==> src/cics_regs.svh <==
// Register offsets, field positions, reset values and encodings of the instruction cycle core
`ifndef CICS_REGS_SVH
`define CICS_REGS_SVH

// ------------------------------------------------------------
// Register byte offsets (AXI4-Lite)
// ------------------------------------------------------------
`define CICS_OFF_CTRL      32'h0000_0000
`define CICS_OFF_FLAGS     32'h0000_0004
`define CICS_OFF_PC        32'h0000_0008
`define CICS_OFF_IR        32'h0000_000C

// ------------------------------------------------------------
// Field positions and reset values
// ------------------------------------------------------------
`define CICS_CTRL_RUN      0
`define CICS_RUN_RST       1'b0
`define CICS_FLAGS_RST     5'h00
`define CICS_PC_RST        12'h000
`define CICS_NOP_WORD      16'h0000
`define CICS_W_RST         8'h00

// ------------------------------------------------------------
// Data memory map and bus answers
// ------------------------------------------------------------
`define CICS_STATUS_ADDR   8'hF8
`define CICS_FILE_TO_FILE_MOVE_INSTR_PAGE    4'hF
`define CICS_RESP_OKAY     2'b00
`define CICS_RESP_SLVERR   2'b10

`endif

==> src/cics_pkg.sv <==
// Types shared by the instruction cycle core and its arithmetic unit
package cics_pkg;

	// ------------------------------------------------------------
	// Instruction opcodes, bits 15:12 of the instruction word
	// ------------------------------------------------------------
	typedef enum logic [3:0] {
		OP_NOP   = 4'h0,
		OP_MOVLW = 4'h1,
		OP_ADD   = 4'h2,
		OP_SUB   = 4'h3,
		OP_AND   = 4'h4,
		OP_CLR   = 4'h5,
		OP_ROTL  = 4'h6,
		OP_ROTR  = 4'h7,
		OP_BCLR  = 4'h8,
		OP_BSET  = 4'h9,
		OP_SWAP  = 4'hA,
		OP_WORKING_TO_FILE_MOVE_INSTR = 4'hB,
		OP_FILE_TO_FILE_MOVE_INSTR = 4'hC,
		OP_JUMP  = 4'hD
	} cics_op_t;

	typedef enum logic [1:0] {PH_ONE, PH_TWO, PH_THREE, PH_FOUR} cics_phase_t;

	typedef enum logic [2:0] {SEL_NONE, SEL_CTRL, SEL_FLAGS, SEL_PC, SEL_IR} cics_sel_t;

	// Bit 4 down to bit 0 of the condition flags register
	typedef struct packed {
		logic n;
		logic ov;
		logic z;
		logic dc;
		logic c;
	} cics_flags_t;

	typedef struct packed {
		logic [31:0] awaddr;
		logic        awvalid;
		logic [31:0] wdata;
		logic [3:0]  wstrb;
		logic        wvalid;
		logic        bready;
		logic [31:0] araddr;
		logic        arvalid;
		logic        rready;
	} cics_axi_req_t;

	typedef struct packed {
		logic        awready;
		logic        wready;
		logic [1:0]  bresp;
		logic        bvalid;
		logic        arready;
		logic [31:0] rdata;
		logic [1:0]  rresp;
		logic        rvalid;
	} cics_axi_rsp_t;

	typedef struct packed {
		logic [7:0] addr;
		logic       rd;
		logic       wr;
		logic [7:0] wdata;
	} cics_dm_req_t;

endpackage : cics_pkg

==> src/cics_alu.sv <==
// Arithmetic unit: result and condition flags for one instruction
`timescale 1ns/100ps

module cics_alu (
	// Clock for the embedded checks only
	input  wire logic               i_clk,
	input  wire logic               i_rst_n,
	// Operation and operands
	input  wire cics_pkg::cics_op_t i_op,
	input  wire logic [7:0]         i_f,
	input  wire logic [7:0]         i_w,
	input  wire logic [2:0]         i_bit,
	input  wire logic               i_c,
	// Result and flags
	output cics_pkg::cics_flags_t   o_flg,
	output cics_pkg::cics_flags_t   o_mask,
	output logic [7:0]              o_res
);
	import cics_pkg::*;

	function automatic logic [8:0] add8(input logic [7:0] a, input logic [7:0] b, input logic cin);
		return {1'b0, a} + {1'b0, b} + {8'h00, cin};
	endfunction : add8

	function automatic logic [4:0] add4(input logic [3:0] a, input logic [3:0] b, input logic cin);
		return {1'b0, a} + {1'b0, b} + {4'h0, cin};
	endfunction : add4

	logic [8:0] sum9;
	logic [4:0] sum5;
	logic [7:0] opb;

	always_comb begin
		sum9   = 9'h000;
		sum5   = 5'h00;
		opb    = i_w;
		o_res  = i_f;
		o_flg  = '0;
		o_mask = '0;
		unique case (i_op)
			OP_ADD, OP_SUB: begin
				// Subtract adds the two's complement, so carry reads as not-borrow
				opb      = (i_op == OP_SUB) ? ~i_w : i_w;
				sum9     = add8(i_f, opb, i_op == OP_SUB);
				sum5     = add4(i_f[3:0], opb[3:0], i_op == OP_SUB);
				o_res    = sum9[7:0];
				o_flg.c  = sum9[8];
				o_flg.dc = sum5[4];
				// Like-signed addends giving a result of the other sign
				o_flg.ov = (i_f[7] == opb[7]) && (sum9[7] != i_f[7]);
				o_mask   = '1;
			end
			OP_AND: begin
				o_res    = i_f & i_w;
				o_mask.n = 1'b1;
				o_mask.z = 1'b1;
			end
			OP_CLR: begin
				o_res    = 8'h00;
				o_mask.z = 1'b1;
			end
			OP_ROTL, OP_ROTR: begin
				o_res    = (i_op == OP_ROTL) ? {i_f[6:0], i_c} : {i_c, i_f[7:1]};
				o_flg.c  = (i_op == OP_ROTL) ? i_f[7] : i_f[0];
				o_flg.dc = (i_op == OP_ROTL) ? i_f[3] : i_f[4];
				o_mask   = '1;
				o_mask.ov = 1'b0;
			end
			// These leave every flag untouched
			OP_BCLR:  o_res = i_f & ~(8'h01 << i_bit);
			OP_BSET:  o_res = i_f | (8'h01 << i_bit);
			OP_SWAP:  o_res = {i_f[3:0], i_f[7:4]};
			OP_WORKING_TO_FILE_MOVE_INSTR: o_res = i_w;
			default:  o_res = i_f;
		endcase
		o_flg.z = (o_res == 8'h00);
		o_flg.n = o_res[7];
	end
endmodule : cics_alu

==> src/cics_core.sv <==
// Instruction cycle core: phase divider, fetch/execute pipeline, condition flags and register slave
`timescale 1ns/100ps
`include "cics_regs.svh"

// Function
// - Clock divided into four one-hot phases
// - Program counter steps once in phase one
// - Fetch and execute overlap across cycles
// - Instruction register loads in phase one
// - Operand read phase two, write phase four
// - Jumps flush prefetch, take two cycles
// - Flags register usable as any operand
// - Flag-altering ops to flags store flags
// - Bit, swap, move ops keep flags
// - Flag bits: N4 OV3 Z2 DC1 C0
// - Subtract carries are inverted borrows
// - Rotates load DC and C from source
module cics_core (
	// Clock and reset
	input  wire logic                   i_clk,
	input  wire logic                   i_rst_n,
	// Register bus
	input  wire cics_pkg::cics_axi_req_t i_axi,
	output cics_pkg::cics_axi_rsp_t     o_axi,
	// Program memory
	output logic [11:0]                 o_pm_addr,
	input  wire logic [15:0]            i_pm_data,
	// Data memory
	output cics_pkg::cics_dm_req_t      o_dm,
	input  wire logic [7:0]             i_dm_rdata,
	// Phase observation, bit 0 is phase one
	output logic [3:0]                  o_phase
);
	import cics_pkg::*;

	function automatic cics_sel_t reg_sel(input logic [31:0] a);
		logic [31:0] w;
		w = {a[31:2], 2'b00};
		if (w == `CICS_OFF_CTRL)
			return SEL_CTRL;
		else if (w == `CICS_OFF_FLAGS)
			return SEL_FLAGS;
		else if (w == `CICS_OFF_PC)
			return SEL_PC;
		else if (w == `CICS_OFF_IR)
			return SEL_IR;
		else
			return SEL_NONE;
	endfunction : reg_sel

	cics_phase_t phase_q;
	logic        run_q;
	logic [11:0] pc_q;
	logic [11:0] pm_addr_q;
	logic [15:0] prefetch_q;
	logic        flush_q;
	logic [15:0] ir_q;
	logic [7:0]  dm_addr_q;
	logic [7:0]  opnd_q;
	logic [7:0]  w_q;
	logic [7:0]  res_q;
	cics_flags_t flg_q;
	cics_flags_t mask_q;
	cics_flags_t flags_q;
	cics_flags_t alu_flg;
	cics_flags_t alu_mask;
	logic [7:0]  alu_res;
	cics_op_t    ir_op;
	logic        ph1, ph2, ph3, ph4;
	logic        rd_file, wr_file, wr_w, to_status;

	logic        aw_got_q, w_got_q, bvalid_q, rvalid_q;
	logic [31:0] aw_addr_q, w_data_q, rdata_q, rd_mux;
	logic        w_strb0_q;
	logic [1:0]  bresp_q, rresp_q;
	logic        aw_take, w_take, ar_take, wr_fire, axi_wr_flags;
	cics_sel_t   wr_sel;

	// ------------------------------------------------------------
	// Phase divider
	// ------------------------------------------------------------
	assign ph1     = run_q && (phase_q == PH_ONE);
	assign ph2     = run_q && (phase_q == PH_TWO);
	assign ph3     = run_q && (phase_q == PH_THREE);
	assign ph4     = run_q && (phase_q == PH_FOUR);
	assign o_phase = {ph4, ph3, ph2, ph1};

	// Held while stopped, so the four phases never overlap
	always_ff @(posedge i_clk) begin
		if (!i_rst_n) begin
			phase_q <= PH_ONE;
		end else if (run_q) begin
			unique case (phase_q)
				PH_ONE:   phase_q <= PH_TWO;
				PH_TWO:   phase_q <= PH_THREE;
				PH_THREE: phase_q <= PH_FOUR;
				PH_FOUR:  phase_q <= PH_ONE;
			endcase
		end
	end

	// ------------------------------------------------------------
	// Fetch stage
	// ------------------------------------------------------------
	always_ff @(posedge i_clk) begin
		if (!i_rst_n) begin
			pc_q      <= `CICS_PC_RST;
			pm_addr_q <= `CICS_PC_RST;
		end else if (ph1) begin
			pm_addr_q <= pc_q;
			pc_q      <= pc_q + 12'h001;
		end else if (ph4 && ir_op == OP_JUMP) begin
			pc_q      <= ir_q[11:0];
		end
	end
	assign o_pm_addr = pm_addr_q;

	// Word fetched during this cycle executes in the next one
	always_ff @(posedge i_clk) begin
		if (!i_rst_n)
			prefetch_q <= `CICS_NOP_WORD;
		else if (ph4)
			prefetch_q <= i_pm_data;
	end

	always_ff @(posedge i_clk) begin
		if (!i_rst_n)
			flush_q <= 1'b0;
		else if (ph4 && ir_op == OP_JUMP)
			flush_q <= 1'b1;
		else if (ph1)
			flush_q <= 1'b0;
	end

	always_ff @(posedge i_clk) begin
		if (!i_rst_n)
			ir_q <= `CICS_NOP_WORD;
		else if (ph1)
			ir_q <= flush_q ? `CICS_NOP_WORD : prefetch_q;
	end

	// ------------------------------------------------------------
	// Decode
	// ------------------------------------------------------------
	assign ir_op     = cics_op_t'(ir_q[15:12]);
	assign to_status = (dm_addr_q == `CICS_STATUS_ADDR);

	always_comb begin
		rd_file = 1'b0;
		wr_file = 1'b0;
		wr_w    = 1'b0;
		unique case (ir_op)
			OP_ADD, OP_SUB, OP_AND, OP_ROTL, OP_ROTR, OP_SWAP: begin
				rd_file = 1'b1;
				wr_file = ir_q[8];
				wr_w    = !ir_q[8];
			end
			OP_BCLR, OP_BSET, OP_FILE_TO_FILE_MOVE_INSTR: begin
				rd_file = 1'b1;
				wr_file = 1'b1;
			end
			OP_CLR, OP_WORKING_TO_FILE_MOVE_INSTR: wr_file = 1'b1;
			OP_MOVLW:         wr_w = 1'b1;
			default:          wr_file = 1'b0;
		endcase
	end

	// ------------------------------------------------------------
	// Execute stage
	// ------------------------------------------------------------
	always_ff @(posedge i_clk) begin
		if (!i_rst_n)
			dm_addr_q <= 8'h00;
		else if (ph1)
			dm_addr_q <= flush_q ? 8'h00 : prefetch_q[7:0];
		else if (ph3 && ir_op == OP_FILE_TO_FILE_MOVE_INSTR)
			dm_addr_q <= {`CICS_FILE_TO_FILE_MOVE_INSTR_PAGE, ir_q[11:8]};
	end

	// Flags register is read in place of memory
	always_ff @(posedge i_clk) begin
		if (!i_rst_n)
			opnd_q <= 8'h00;
		else if (ph2 && rd_file)
			opnd_q <= to_status ? {3'b000, flags_q} : i_dm_rdata;
		else if (ph2)
			opnd_q <= ir_q[7:0];
	end

	cics_alu u_alu (
		.i_clk   (i_clk),
		.i_rst_n (i_rst_n),
		.i_op    (ir_op),
		.i_f     (opnd_q),
		.i_w     (w_q),
		.i_bit   (ir_q[10:8]),
		.i_c     (flags_q.c),
		.o_flg   (alu_flg),
		.o_mask  (alu_mask),
		.o_res   (alu_res)
	);

	always_ff @(posedge i_clk) begin
		if (!i_rst_n) begin
			res_q  <= 8'h00;
			flg_q  <= '0;
			mask_q <= '0;
		end else if (ph3) begin
			res_q  <= alu_res;
			flg_q  <= alu_flg;
			mask_q <= alu_mask;
		end
	end

	always_ff @(posedge i_clk) begin
		if (!i_rst_n)
			w_q <= `CICS_W_RST;
		else if (ph4 && wr_w)
			w_q <= res_q;
	end

	// Write-back never reaches memory at the flags address
	assign o_dm.addr  = dm_addr_q;
	assign o_dm.rd    = ph2 && rd_file && !to_status;
	assign o_dm.wr    = ph4 && wr_file && !to_status;
	assign o_dm.wdata = res_q;

	// Core write-back beats a simultaneous bus write
	always_ff @(posedge i_clk) begin
		if (!i_rst_n)
			flags_q <= `CICS_FLAGS_RST;
		else if (ph4 && wr_file && to_status && mask_q == '0)
			flags_q <= cics_flags_t'(res_q[4:0]);
		else if (ph4 && mask_q != '0)
			flags_q <= cics_flags_t'((flags_q & ~mask_q) | (flg_q & mask_q));
		else if (axi_wr_flags)
			flags_q <= cics_flags_t'(w_data_q[4:0]);
	end

	// ------------------------------------------------------------
	// AXI4-Lite slave
	// ------------------------------------------------------------
	assign o_axi.awready = !aw_got_q && !bvalid_q;
	assign o_axi.wready  = !w_got_q && !bvalid_q;
	assign o_axi.arready = !rvalid_q;
	assign aw_take       = i_axi.awvalid && o_axi.awready;
	assign w_take        = i_axi.wvalid && o_axi.wready;
	assign ar_take       = i_axi.arvalid && o_axi.arready;
	assign wr_fire       = aw_got_q && w_got_q && !bvalid_q;
	assign wr_sel        = reg_sel(aw_addr_q);
	assign axi_wr_flags  = wr_fire && wr_sel == SEL_FLAGS && w_strb0_q;

	always_ff @(posedge i_clk) begin
		if (!i_rst_n) begin
			aw_got_q  <= 1'b0;
			aw_addr_q <= 32'h0000_0000;
		end else if (wr_fire) begin
			aw_got_q  <= 1'b0;
		end else if (aw_take) begin
			aw_got_q  <= 1'b1;
			aw_addr_q <= i_axi.awaddr;
		end
	end

	always_ff @(posedge i_clk) begin
		if (!i_rst_n) begin
			w_got_q   <= 1'b0;
			w_data_q  <= 32'h0000_0000;
			w_strb0_q <= 1'b0;
		end else if (wr_fire) begin
			w_got_q   <= 1'b0;
		end else if (w_take) begin
			w_got_q   <= 1'b1;
			w_data_q  <= i_axi.wdata;
			w_strb0_q <= i_axi.wstrb[0];
		end
	end

	always_ff @(posedge i_clk) begin
		if (!i_rst_n) begin
			bvalid_q <= 1'b0;
			bresp_q  <= `CICS_RESP_OKAY;
		end else if (wr_fire) begin
			bvalid_q <= 1'b1;
			bresp_q  <= (wr_sel == SEL_NONE) ? `CICS_RESP_SLVERR : `CICS_RESP_OKAY;
		end else if (i_axi.bready) begin
			bvalid_q <= 1'b0;
		end
	end

	always_ff @(posedge i_clk) begin
		if (!i_rst_n)
			run_q <= `CICS_RUN_RST;
		else if (wr_fire && wr_sel == SEL_CTRL && w_strb0_q)
			run_q <= w_data_q[`CICS_CTRL_RUN];
	end

	always_comb begin
		unique case (reg_sel(i_axi.araddr))
			SEL_CTRL:  rd_mux = {31'h0000_0000, run_q};
			SEL_FLAGS: rd_mux = {27'h000_0000, flags_q};
			SEL_PC:    rd_mux = {20'h0_0000, pc_q};
			SEL_IR:    rd_mux = {8'h00, w_q, ir_q};
			default:   rd_mux = 32'h0000_0000;
		endcase
	end

	always_ff @(posedge i_clk) begin
		if (!i_rst_n) begin
			rvalid_q <= 1'b0;
			rdata_q  <= 32'h0000_0000;
			rresp_q  <= `CICS_RESP_OKAY;
		end else if (ar_take) begin
			rvalid_q <= 1'b1;
			rdata_q  <= rd_mux;
			rresp_q  <= (reg_sel(i_axi.araddr) == SEL_NONE) ? `CICS_RESP_SLVERR : `CICS_RESP_OKAY;
		end else if (i_axi.rready) begin
			rvalid_q <= 1'b0;
		end
	end

	assign o_axi.bvalid = bvalid_q;
	assign o_axi.bresp  = bresp_q;
	assign o_axi.rvalid = rvalid_q;
	assign o_axi.rdata  = rdata_q;
	assign o_axi.rresp  = rresp_q;
endmodule : cics_core

==> config.mk <==
export PLATFORM = sky130hd
export DESIGN_NAME = cics_core
export DESIGN_NICKNAME = d
export VERILOG_FILES = /design/src/cics_pkg.sv /design/src/cics_alu.sv /design/src/cics_core.sv
export VERILOG_INCLUDE_DIRS = /design/src
export SDC_FILE = /design/constraint.sdc
export NUM_CORES = 1
export LEC_CHECK = 0
export BUFFER_PORTS_ARGS = -buffer_cell sky130_fd_sc_hd__clkbuf_2
export CAP_MARGIN = 5
export CELL_PAD_IN_SITES_DETAIL_PLACEMENT = 0
export CELL_PAD_IN_SITES_GLOBAL_PLACEMENT = 1
export CORE_MARGIN = 5
export CORE_UTILIZATION = 39
export CTS_CLUSTER_DIAMETER = 40
export DETAILED_ROUTE_END_ITERATION = 6
export PLACE_DENSITY = 0.89
export SYNTH_ARGS = -nofsm -noshare
export SYNTH_HDL_FRONTEND = slang
export SYNTH_SLANG_ARGS = --single-unit
==> constraint.sdc <==
create_clock -name i_clk -period 4.1 [get_ports i_clk]
set_input_delay 0 -clock i_clk [delete_from_list [all_inputs] [get_ports i_clk]]
set_output_delay 0 -clock i_clk [all_outputs]
set_load 0.005 [all_outputs]
Word-level counts from Yosys, hierarchy flattened
Index checks and enable logic that the tools add are counted.
{ "op_classes": {"n_eq_ne": 31, "mux": 46, "n_bitwise": 11, "shift": 1, "add_sub_neg": 5, "reduce_logical": 57} }
{ "ops": {"columns": ["op", "count"], "rows": [
  ["30-bit by 2-bit == test with 1-bit output, second input constant", 4],
  ["24-bit one-hot mux with 4 select lines", 1],
  ["8-bit 2-to-1 mux", 8],
  ["8-bit one-hot mux with 8 select lines", 1],
  ["30-bit by 1-bit == test with 1-bit output, second input constant", 2],
  ["30-bit logical NOT", 2],
  ["3-bit 2-to-1 mux", 10],
  ["1-bit logical AND", 26],
  ["4-bit == test, second input constant", 6],
  ["12-bit 2-to-1 mux", 2],
  ["8-bit bitwise AND", 2],
  ["4-bit by 3-bit == test with 1-bit output, second input constant", 4],
  ["16-bit 2-to-1 mux", 1],
  ["8-bit inverter", 2],
  ["5-bit 2-to-1 mux", 3],
  ["1-bit 2-to-1 mux", 13],
  ["12-bit by 1-bit adder with 12-bit output, second input constant", 1],
  ["6-bit OR reduction", 2],
  ["5-bit bitwise AND", 2],
  ["2-bit nonzero test", 5],
  ["5-bit OR reduction", 2],
  ["8-bit by 8-bit adder with 9-bit output", 1],
  ["9-bit by 1-bit adder with 9-bit output", 1],
  ["3-bit by 2-bit == test with 1-bit output, second input constant", 3],
  ["other kinds (31)", 47]
]} }
{ "word_totals": {"input_bits": 131, "out_inout_bits": 75, "reg_bits": 185, "word_cells": 187} }

Logic depth before layout (Yosys ltp)
Gate-level depths: netlist of the first run.
{ "logic_depth": {"ltp_word": 11, "mapped_depth": 12, "depth_no_buf": 11} }

By module
From an unflattened synthesis of the first run, not the netlist that was laid out.
{ "unflattened": {"hier_cells": 1068, "area_unflattened_um2": 8598.2} }
{ "modules_own_cells": {"columns": ["mod", "n_inst", "seq_area_each_um2", "cells_per_inst", "area_per_inst_um2"], "rows": [
  ["cics_core", 1, 3463.3, 864, 7199.4],
  ["cics_alu", 1, 0.0, 204, 1398.8]
]} }

Worst setup path before layout of the first run
Ideal clock, no wire load.
{ "synth_timing": {"kind": "reg2reg", "startpoint": "reg ir_q[15]", "endpoint": "reg flg_q[2] in the netlist's numbering", "path_stages_with_launch": 12, "arrival_ns": 2.719, "required_ns": 3.983, "setup_ns": 0.117, "path_buffers": 1, "setup_slack_ns": 1.264, "period_less_slack_ns": 2.836, "cell_sequence": "dfxtp_1 > nor4bb_1 > buf_2 > xor2_1 > ha_1 > and4_1 > a2111o_1 > a31o_1 > a211oi_1 > a211o_1 > nor2_1 > a32o_1"} }
{ "synth_via": {"elab_chain_cells": 6, "word_cells_on_any_way": 18, "classes_between": "add/sub (2); eq/ne (10); mux (3); reduce/logical (3)"} }
{ "synth_lines": {"columns": ["item", "line_no", "source"], "rows": [
  ["start: declaration", "cics_core.sv:57", "logic [15:0] ir_q;"],
  ["start signal: assignment", "cics_core.sv:137", "ir_q <= `CICS_NOP_WORD;"],
  ["start signal: assignment", "cics_core.sv:139", "ir_q <= flush_q ? `CICS_NOP_WORD : prefetch_q;"],
  ["4-bit by 2-bit == test with 1-bit output", "cics_alu.sv:40, cics_alu.sv:43, cics_alu.sv:44", null],
  ["8-bit 2-to-1 mux", "cics_alu.sv:43", "opb = (i_op == OP_SUB) ? ~i_w : i_w;"],
  ["8-bit by 8-bit adder with 9-bit output", "cics_alu.sv:22", "return {1'b0, a} + {1'b0, b} + {8'h00, cin};"],
  ["9-bit by 1-bit adder with 9-bit output", "cics_alu.sv:22", null],
  ["8-bit one-hot mux with 8 select lines *", "cics_alu.sv:40", "unique case (i_op)"],
  ["8-bit logical NOT *", "cics_alu.sv:76", "o_flg.z = (o_res == 8'h00);"],
  ["end signal: assignment", "cics_core.sv:210", "flg_q <= alu_flg;"],
  ["end: declaration", "cics_core.sv:62", "cics_flags_t flg_q;"]
]} }
Every way passes the cells marked *; elsewhere a longest branch is shown, timed or not.
A chain may end at the register's enable or synchronous reset.

Final worst setup path of the first run
Same ends and word-level chain as after synthesis.

==> results.yml, run 1 <==
power:
  power_frac_comb_pct: 6.4
  p_clk_share_pct: 45.0
  p_switching_w: 0.000899
  p_int_w: 0.00261
  power_density_nw_per_um2: 336
  pwr-share-seq_pct: 48.5
  power.total_w: 0.00351
  leakagePower_nw: 4.13
  p_sw_share_pct: 25.6
  ir_drop_uv: 271
route:
  finalWirelength_um: 25200
  post_drt_via_cell_ratio: 5.37
  drc: 0
  dr.pass1.iters: 5
  drtIter0Drc: 605
  route.vias.total: 8115
  wire_per_inst_um: 16.7
  antenna_left: 0
placement:
  routabilityCongestion: 0.959
  place_area_um2: 9330
  place_hpwl_um: 17500
  io_buffers: 161
global_route:
  grt_pass1_vias: 7651
  antenna_found_initial: 0
  grt-ovfl-total: 0
  track_usage_pct: 20.2
  grt_pass1_wl_um: 40000
  grt_start_max_net_pins: 60
clock_network:
  cts-root-buf: "clkbuf_16"
  cts_buffers: 17
  tritoncts: "yes"
  path_clk_slew_ns: 0.07
  cts_buffer_depth: 2
  cts_sinks: 171
  clkLatencyLatePin_ns: 0.44
  cts_max_level: 4
setup_path:
  r2r-end: "flg_q[2]"
  crit_fanout: 7
  critPathArrivalTime_ns: 3.74
  r2r_start: "ir_q[15]"
  crit_path_start: "ir_q[15]"
  crit_end: "flg_q[2]"
  critPathLaunchType: "flop"
  worst-r2r-cell-count: 11
  end_kind: "flop"
  r2r_setup_slack_ns: 0.68
  crit_type: "flop to flop"
  worstPathRequired_ns: 4.42
sta:
  rsz0062_at_grt: "false"
  finalSetupViolCount: 0
  final_hold_viol_count: 0
  min_period_ns: 3.42
  fin_setup_tns_ns: 0
  maxSlewHeadroom_pct: 30.3
  finalClockSkew_ns: 0.00894
  holdWs_ns: 0.0147
  fin_crit_sh_pct: 83.4
  fmax_mhz: 293
  worst_pin_slew_ns: 1.04
  slew_viol_final: 0
floorplanning:
  rows: 53
  die-area_um2: 24700
  fp.dieH_um: 157
  core_um2: 21200
  die_w_um: 157
  start_util_pct: 39.9
  io_pins: 206
job:
  cap_violations: 0
layout:
  nets: 1371
  synthToLayoutAreaGrowth_pct: 24.2
  antenna_cells: 0
  postLayoutCellArea_um2: 10500
  layout-drive-gt1-share_pct: 18.5
  regArea_um2: 3420
  multi_input_comb_area_um2: 4570
  fill_cells: 2053
synthesis:
  postSynthCellCount: 1053
  synth-seq-cells: 171
  synth-seq-area-share_pct: 40.6
  async_reset_ff_share_pct: 0
  yosys_warnings: 0
  synth_area_um2: 8430
  synth_edf_count: 0
  ys_types: 74
  synth.avg_cell_area_um2: 8.01
  ys.flop_type: "dfxtp_1"
outcome:
  status: "finished, final reports clean"
hold_path:
  worstHoldPathType: "input pin to flop"
[worst max-delay path, stage by stage (launching register included)]
cell      delay, ns
dfxtp_1        0.32
nor4bb_2       0.60
buf_4          0.29
xor2_1         0.21
ha_1           0.28
and3b_1        0.17
a2111o_1       0.44
a31o_1         0.28
a211oi_1       0.28
a211o_1        0.16
nor2_1         0.05
a32o_1         0.22
[cells in the mapped netlist, drive strengths merged (4+ instances only)]
cell,number,share of area (%)
nor2b,13,0.96
o211ai,13,1.2
a22oi,16,1.4
and2,13,0.96
dfxtp,171,41
nor2,82,3.7
buf,38,2.6
nand2b,9,0.67
a211oi,14,1.2
nand3b,7,0.62
a21boi,29,2.6
nor3,6,0.36
inv,17,0.76
a21oi,96,5.7
o221a,7,0.94
o21a,4,0.36
nor4,17,1.3
ha,15,2.2
a31oi,11,0.82
mux2i,32,3.8
nand4,9,0.67
a32oi,4,0.42
o21ai,37,2.2
nand3,24,1.4
nor3b,8,0.71
a21o,4,0.36
a221oi,7,0.73
clkbuf,52,2.3
o2111ai,4,0.42
a22o,4,0.42
nand2,216,9.6
mux2,5,0.67
xor2,11,1.1
a311oi,5,0.52
and3,5,0.37
[power by group through the flow]
stage	logic [W]	clock network, W	registers, W
final	0.000226	0.00158	0.00170
after global routing	0.000253	0.00168	0.00171
after CTS	0.000226	0.00161	0.00170
after detailed placement	0.000184	0	0.00174
after global placement	0.000182	0	0.00174
after floorplan	0.000115	0	0.00174
[routing by layer]
layer	vias to the layer above	track usage, %	wire length [um]
met5	-	0	0
met4	0	7.05	687
met3	47	4.65	1770
met2	288	32.4	11800
met1	3743	26.9	11000
li1	4037	-	-
[cells by family (layout without fill, tap and decap cells)]
group	after synthesis	count (layout)	share of synthesized area (%)
multiplexers	38	38	4.73
other	1	10	0.0445
flip-flops	171	171	40.6
buffers and inverters	108	283	5.71
adder cells (fa/ha/maj)	17	17	2.58
XOR/XNOR	14	14	1.45
AO/OA/AOI/OAI	277	277	21.6
AND/OR/NAND/NOR	427	427	23.2
[state kept, by name (all words and copies together) (netlist names), 2 cells and up, named ones only]
name        cells
aw_addr_q      30
dm_addr_q       8
flg_q           4
ir_q           16
mask_q          4
o_pm_addr      12
opnd_q          8
pc_q           12
phase_q         2
prefetch_q     16
rdata_q        24
res_q           8
w_data_q        5
w_q             8
[final cells by class]
cell class | instances | area share (%)
timing repair buffer | 233 | 14.2
clock inverter | 15 | 1.43
sequential | 171 | 32.7
multi-input combinational | 783 | 43.7
inverter | 18 | 0.657
clock buffer | 17 | 4.06
tap | 275 | 3.29
[worst min path at each step]
stage                  startpoint        end  cells after the start
floorplan                i_axi[0]   rvalid_q                      1
global route        i_dm_rdata[5]  opnd_q[5]                      4
global placement         i_axi[0]   rvalid_q                      2
finish              i_dm_rdata[3]  opnd_q[3]                      5
CTS                 i_dm_rdata[3]  opnd_q[3]                      5
detailed placement       i_axi[0]   rvalid_q                      2
[stage by stage]
step	worst slack, ns	util, %	instances
finish	0.682	49.5	1512
floorplan	1.26	-	1062
global route	0.431	49.5	1512
global placement	0.826	44.1	1424
CTS	0.705	49.5	1512
detailed placement	0.726	44.1	1424
[timing repair]
| action | 4_1_cts | 5_1_grt |
|---|---|---|
| hold buffers | 56 | 0 |
| hold endpoints to repair | 60 | 0 |
| resized for setup | 0 | 0 |
| buffers inserted | 0 | 0 |
[layout by cell type, fill, tap and decap left out, types with 4 or more instances in the layout]
cell type	n
clkbuf_2	161
a22oi_1	16
nand4_1	9
o2111ai_1	4
a311oi_1	5
nand3b_1	7
a22o_1	4
inv_1	15
a221oi_1	7
and3_1	5
mux2i_1	32
o211ai_1	13
ha_1	15
a211oi_1	14
a31oi_1	11
nand2_1	216
o21a_1	4
inv_6	4
a32oi_1	4
nor3_1	6
nor3b_1	8
nand2b_1	9
buf_4	16
a21o_1	4
a21oi_1	96
conb_1	10
mux2_2	5
and2_1	12
dfxtp_1	171
a21boi_0	29
xor2_1	11
dlygate4sd3_1	56
nor4_1	16
nor2_1	82
o221a_2	7
nand3_1	24
inv_8	6
o21ai_0	36
nor2b_1	13
clkbuf_16	17
No activity file was read; power rests on OpenSTA's default activity.
==> run 2: changes to the inputs <==
==> constraint.sdc (replaced) <==
create_clock -name i_clk -period 3.45 [get_ports i_clk]
set_input_delay 0 -clock i_clk [delete_from_list [all_inputs] [get_ports i_clk]]
set_output_delay 0 -clock i_clk [all_outputs]
set_load 0.005 [all_outputs]
==> run 2 against run 1 <==
Cell count grew 0.13%. Sequential share of layout area is 0.094 points lower. Non-clock buffer count grew 2. First-iteration DRC count decreased by 11%. Hold slack better by 0.011 ns. Count of clock-buffer cells in the layout is the same. Critical path depth is 1 higher. Sequential power is 19% higher. Die area unchanged. Clock skew is 0.0013 ns lower. Sequential cell count unchanged. Clock power increased by 21%. Critical path type unchanged.
==> results.yml, run 2 (synthesized netlist as in run 1, its figures left out) <==
outcome:
  status: "finished, final reports clean"
layout:
  layout-drive-gt1-share_pct: 18.6
  synthToLayoutAreaGrowth_pct: 24.5
  layout_commonest_cell: "nand2_1"
  final-instance-count-excl-fill: 1514
  fill_cells: 2067
  antenna_cells: 0
  regArea_um2: 3420
  largest_reg_flops: 30
  nets: 1373
  final_cell_mix: "nand2_1, dfxtp_1, clkbuf_2"
  top_regs: "aw_addr_q x30, rdata_q x24"
  multi_input_comb_area_um2: 4570
  largest_register: "aw_addr_q"
route:
  finalWirelength_um: 25300
  wire_per_inst_um: 16.7
  dr.pass1.iters: 6
  drc: 0
  drtIter0Drc: 537
  post_drt_via_cell_ratio: 5.39
  route.vias.total: 8153
  antenna_left: 0
floorplanning:
  rows: 53
  die-area_um2: 24700
  core_um2: 21200
  start_util_pct: 39.9
  die_w_um: 157
  io_pins: 206
  fp.dieH_um: 157
global_route:
  antenna_found_initial: 0
  track_usage_pct: 20.3
  grt_pass1_wl_um: 40100
  grt-ovfl-total: 0
  grt_pass1_vias: 7539
  grt_start_max_net_pins: 68
placement:
  dp_cells: 1426
  dp_slack_ns: 0.397
  io_buffers: 161
  place_hpwl_um: 17600
  routabilityCongestion: 0.932
power:
  p_int_w: 0.00312
  leakagePower_nw: 4.15
  p_sw_share_pct: 25.8
  p_switching_w: 0.00109
  power_frac_comb_pct: 6.4
  ir_drop_uv: 293
  pwr-share-seq_pct: 48.2
  power.total_w: 0.00420
  power_density_nw_per_um2: 400
  p_clk_share_pct: 45.4
sta:
  finalClockSkew_ns: 0.00760
  fmax_mhz: 326
  worst_pin_slew_ns: 1.02
  fin_crit_sh_pct: 89.0
  finalSetupViolCount: 0
  min_period_ns: 3.07
  slew_viol_final: 0
  rsz0062_at_grt: "false"
  worst_slack_ns: 0.378
  fin_setup_tns_ns: 0
  maxSlewHeadroom_pct: 32.2
  final_hold_viol_count: 0
hold_path:
  min_from: "i_dm_rdata[3]"
  hold_end: "opnd_q[3]"
  hold_depth: 5
  worstHoldPathType: "input pin to flop"
clock_network:
  cts_buffers: 17
  cts_max_level: 4
  tritoncts: "yes"
  path_clk_slew_ns: 0.07
  cts-root-buf: "clkbuf_16"
  cts_sinks: 171
  clkLatencyLatePin_ns: 0.43
  cts_buffer_depth: 2
setup_path:
  r2r-end: "flg_q[2]"
  crit_fanout: 9
  cp_top_family: "simple AND/OR/NAND/NOR gates"
  critPathArrivalTime_ns: 3.44
  worstPathRequired_ns: 3.82
  worst-r2r-cell-count: 12
  crit_buf_inv: 2
  cp_slowest_cell: "fa_1"
  path_common_cell: "xor2_1"
  crit_path_start: "ir_q[15]"
  r2r_start: "ir_q[15]"
  crit_path_max_incr_delay_ns: 0.42
  r2r_setup_slack_ns: 0.38
  end_kind: "flop"
  critPathLaunchType: "flop"
  crit_type: "flop to flop"
  path_cells: "nor4bb_2 -> buf_4 -> xor2_1 -> inv_1 -> fa_1 -> nand2b_1 -> a21oi_1 -> xor2_1 -> a211oi_1 -> nand4_1 -> nor4_1 -> a32o_1"
job:
  cap_violations: 0
==> run 2: cell count changes in the layout (fill, tap and decap cells not counted) <==
cell / before / now
clkinv_8: 1 / 3
buf_4: 16 / 18
clkinv_4: 3 / 0
inv_6: 4 / 5
==> run 2: area by class of cell <==
class,count,share of cell area [%]
timing repair buffer,235,14.3
sequential,171,32.6
tap,275,3.28
clock buffer,17,4.05
clock inverter,15,1.57
inverter,18,0.655
multi-input combinational,783,43.5
==> run 2: power groups by stage <==
stage / logic, W / clock network [W] / registers [W]
global route: 0.000300 / 0.00203 / 0.00203
floorplan: 0.000137 / 0 / 0.00207
detailed placement: 0.000217 / 0 / 0.00207
CTS: 0.000267 / 0.00194 / 0.00203
global placement: 0.000215 / 0 / 0.00207
finish: 0.000268 / 0.00191 / 0.00203
==> run 2: layer usage <==
layer,track usage (%),share of wire [%],vias to the layer above
li1,-,-,4048
met1,27.7,44,3778
met2,32.2,47,276
met3,3.71,6.1,51
met4,7.21,2.7,0
met5,0,0,-
==> run 2: metrics by stage <==
step                hold slack (ns)  util (%)  area [um2]
floorplan                    0.0990         -        8460
global placement              0.195      44.2        9350
detailed placement            0.191      44.2        9350
CTS                          0.0162      49.6       10500
global route                 0.0548      49.6       10500
finish                       0.0258      49.6       10500
==> run 2: worst max path at each step <==
| stage | endpoint | slack [ns] | depth (start not counted) |
|---|---|---|---|
| 2_1_floorplan | flg_q[2] | 0.61 | 11 |
| 3_3_place_gp | flg_q[2] | 0.46 | 12 |
| 3_5_place_dp | flg_q[2] | 0.40 | 12 |
| 4_1_cts | flg_q[2] | 0.39 | 12 |
| 5_1_grt | flg_q[2] | 0.07 | 12 |
| 6_report | flg_q[2] | 0.38 | 12 |
==> run 2: tightest hold or removal path: cells and delay by family <==
kind,cells,cell delay (ns)
multiplexers,1,0.06
AND/OR/NAND/NOR,1,0.06
buffers and inverters,1,0.10
AO/OA/AOI/OAI,2,0.20
==> run 2: repair_timing <==
item | 4_1_cts | 5_1_grt
hold buffers | 56 | 0
hold endpoints to repair | 55 | 0
buffers inserted | 0 | 0
gates resized for setup | 0 | 0
setup endpoints to repair | 0 | 0
==> run 3: changes to the inputs <==
--- a/config.mk
+++ b/config.mk
@@ -8,13 +8,13 @@
 export LEC_CHECK = 0
 export BUFFER_PORTS_ARGS = -buffer_cell sky130_fd_sc_hd__clkbuf_2
 export CAP_MARGIN = 5
-export CELL_PAD_IN_SITES_DETAIL_PLACEMENT = 0
-export CELL_PAD_IN_SITES_GLOBAL_PLACEMENT = 1
+export CELL_PAD_IN_SITES_DETAIL_PLACEMENT = 1
+export CELL_PAD_IN_SITES_GLOBAL_PLACEMENT = 2
 export CORE_MARGIN = 5
-export CORE_UTILIZATION = 39
+export CORE_UTILIZATION = 31
 export CTS_CLUSTER_DIAMETER = 40
 export DETAILED_ROUTE_END_ITERATION = 6
-export PLACE_DENSITY = 0.89
+export PLACE_DENSITY = 0.9
 export SYNTH_ARGS = -nofsm -noshare
 export SYNTH_HDL_FRONTEND = slang
 export SYNTH_SLANG_ARGS = --single-unit
==> run 3 against run 2 <==
Die area increased by 24%. Clock skew up 0.0071 ns. Cell area grew 1.4%. Combinational power is 2% higher. Sequential power barely moved. Utilization shrank 10 points. Setup slack worse by 0.011 ns. Critical path depth is the same. Global-route usage fell by 1.6 points. Maximum frequency fell by 0.36%. Count of clock-buffer cells in the layout unchanged.
==> results.yml, run 3 (synthesized netlist as in run 1, its figures left out) <==
sta:
  final_hold_viol_count: 0
  finalClockSkew_ns: 0.0147
  maxSlewHeadroom_pct: 27.0
  worst_pin_slew_ns: 1.09
  fin_setup_tns_ns: 0
  fmax_mhz: 324
  rsz0062_at_grt: "false"
  finalSetupViolCount: 0
  fin_crit_sh_pct: 89.4
  min_period_ns: 3.08
  slew_viol_final: 0
global_route:
  grt_pass1_wl_um: 46500
  track_usage_pct: 18.6
  antenna_found_initial: 0
  grt-ovfl-total: 0
  grt_pass1_vias: 8473
  grt_start_max_net_pins: 106
power:
  power.total_w: 0.00427
  leakagePower_nw: 4.17
  ir_drop_uv: 281
  power_density_nw_per_um2: 402
clock_network:
  tritoncts: "yes"
  cts_buffer_depth: 2
  cts_sinks: 171
  clkLatencyLatePin_ns: 0.43
  cts-root-buf: "clkbuf_16"
  cts_max_level: 4
  cts_buffers: 17
  path_clk_slew_ns: 0.08
route:
  wire_per_inst_um: 18.3
  drc: 0
  antenna_left: 0
  drtIter0Drc: 578
  dr.pass1.iters: 5
  route.vias.total: 8314
  finalWirelength_um: 28900
  post_drt_via_cell_ratio: 5.25
floorplanning:
  fp.dieH_um: 175
  core_um2: 26900
  die-area_um2: 30600
  io_pins: 206
  rows: 60
  start_util_pct: 31.4
  die_w_um: 175
setup_path:
  worst-r2r-cell-count: 12
  r2r_start: "ir_q[15]"
  critPathArrivalTime_ns: 3.46
  worstPathRequired_ns: 3.83
  crit_type: "flop to flop"
  r2r_setup_slack_ns: 0.37
  end_kind: "flop"
  crit_path_start: "ir_q[15]"
  crit_fanout: 9
  r2r-end: "flg_q[2]"
  critPathLaunchType: "flop"
  crit_end: "flg_q[2]"
layout:
  regArea_um2: 3420
  multi_input_comb_area_um2: 4580
  layout-drive-gt1-share_pct: 18.9
  top_regs: "aw_addr_q x30, rdata_q x24"
  largest_register: "aw_addr_q"
  fill_cells: 3281
  nets: 1376
  antenna_cells: 0
  final_cell_mix: "nand2_1, dfxtp_1, clkbuf_2"
  synthToLayoutAreaGrowth_pct: 26.3
  largest_reg_flops: 30
  layout_commonest_cell: "nand2_1"
placement:
  place_hpwl_um: 20100
  io_buffers: 161
  routabilityCongestion: 0.886
job:
  cap_violations: 0
outcome:
  status: "finished, final reports clean"
hold_path:
  worstHoldPathType: "input pin to flop"
[run 3: changes by cell type in the layout (fill, tap and decap cells not counted)]
cell and change:
a21oi_1 -1, a21oi_2 +1, buf_12 +1, buf_4 +2, clkinv_2 -1, clkinv_4 +1
clkinv_8 +3, inv_12 +1, inv_8 -4
[run 3: timing repair]
item,in CTS,in global routing
setup buffers,0,0
gates resized for setup,0,1
hold buffers,56,0
setup endpoints to repair,0,1
endpoints found under the hold margin,55,0
[run 3: critical path, cell delays in order (launching register included)]
cell and delay [ns]:
dfxtp_1 0.32, nor4bb_2 0.27, buf_4 0.25, xor2_1 0.21, inv_1 0.09, fa_1 0.43, nand2b_1 0.17, a21oi_2 0.20
xor2_1 0.10, a211oi_1 0.33, nand4_1 0.15, nor4_1 0.32, a32o_1 0.18
[run 3: routing by layer]
metal  part of all wire, %  GRT usage [%]  up-vias
met3                   4.1           3.03       45
li1                      -              -     4049
met4                   2.2           5.14        0
met5                     0              0        -
met1                    45           24.1     4008
met2                    49           32.3      212
[run 3: layout make-up]
class / instances / share of cell area (%)
multi-input cells: 783 / 43.0
flip-flops and latches: 171 / 32.2
repair buffers: 238 / 14.4
well taps: 341 / 4.01
clock buffers: 17 / 4.00
clock inverters: 15 / 1.77
inverters: 18 / 0.646
[run 3: worst min-delay path by stage]
| stage | slack [ns] | cells past startpoint | from | to |
|---|---|---|---|---|
| global placement | 0.19 | 2 | i_axi[0] | rvalid_q |
| floorplan | 0.1 | 1 | i_axi[0] | rvalid_q |
| finish | 0.04 | 5 | i_dm_rdata[3] | opnd_q[3] |
| CTS | 0.03 | 5 | i_dm_rdata[3] | opnd_q[3] |
| detailed placement | 0.19 | 2 | i_axi[0] | rvalid_q |
| global route | 0.07 | 5 | i_dm_rdata[2] | opnd_q[2] |
[run 3: where the power goes]
part	internal [W]	switching (W)	leakage, nW	total [W]
clock network	0.000991	0.000984	0.297	0.00198
registers	0.00201	0.0000195	1.38	0.00203
logic	0.000132	0.000141	2.49	0.000274
[run 3: per-stage QoR]
step                      util [%]  area [um2]  std cells  hold WS (ns)  setup WS [ns]
after floorplan                  -        8460       1062        0.0990          0.614
after global placement        35.2        9470       1495         0.195          0.472
after detailed placement      35.2        9470       1495         0.194          0.313
after CTS                     39.6       10600       1583        0.0281          0.257
after global routing          39.6       10600       1583        0.0745         0.0907
final                         39.6       10600       1583        0.0374          0.367
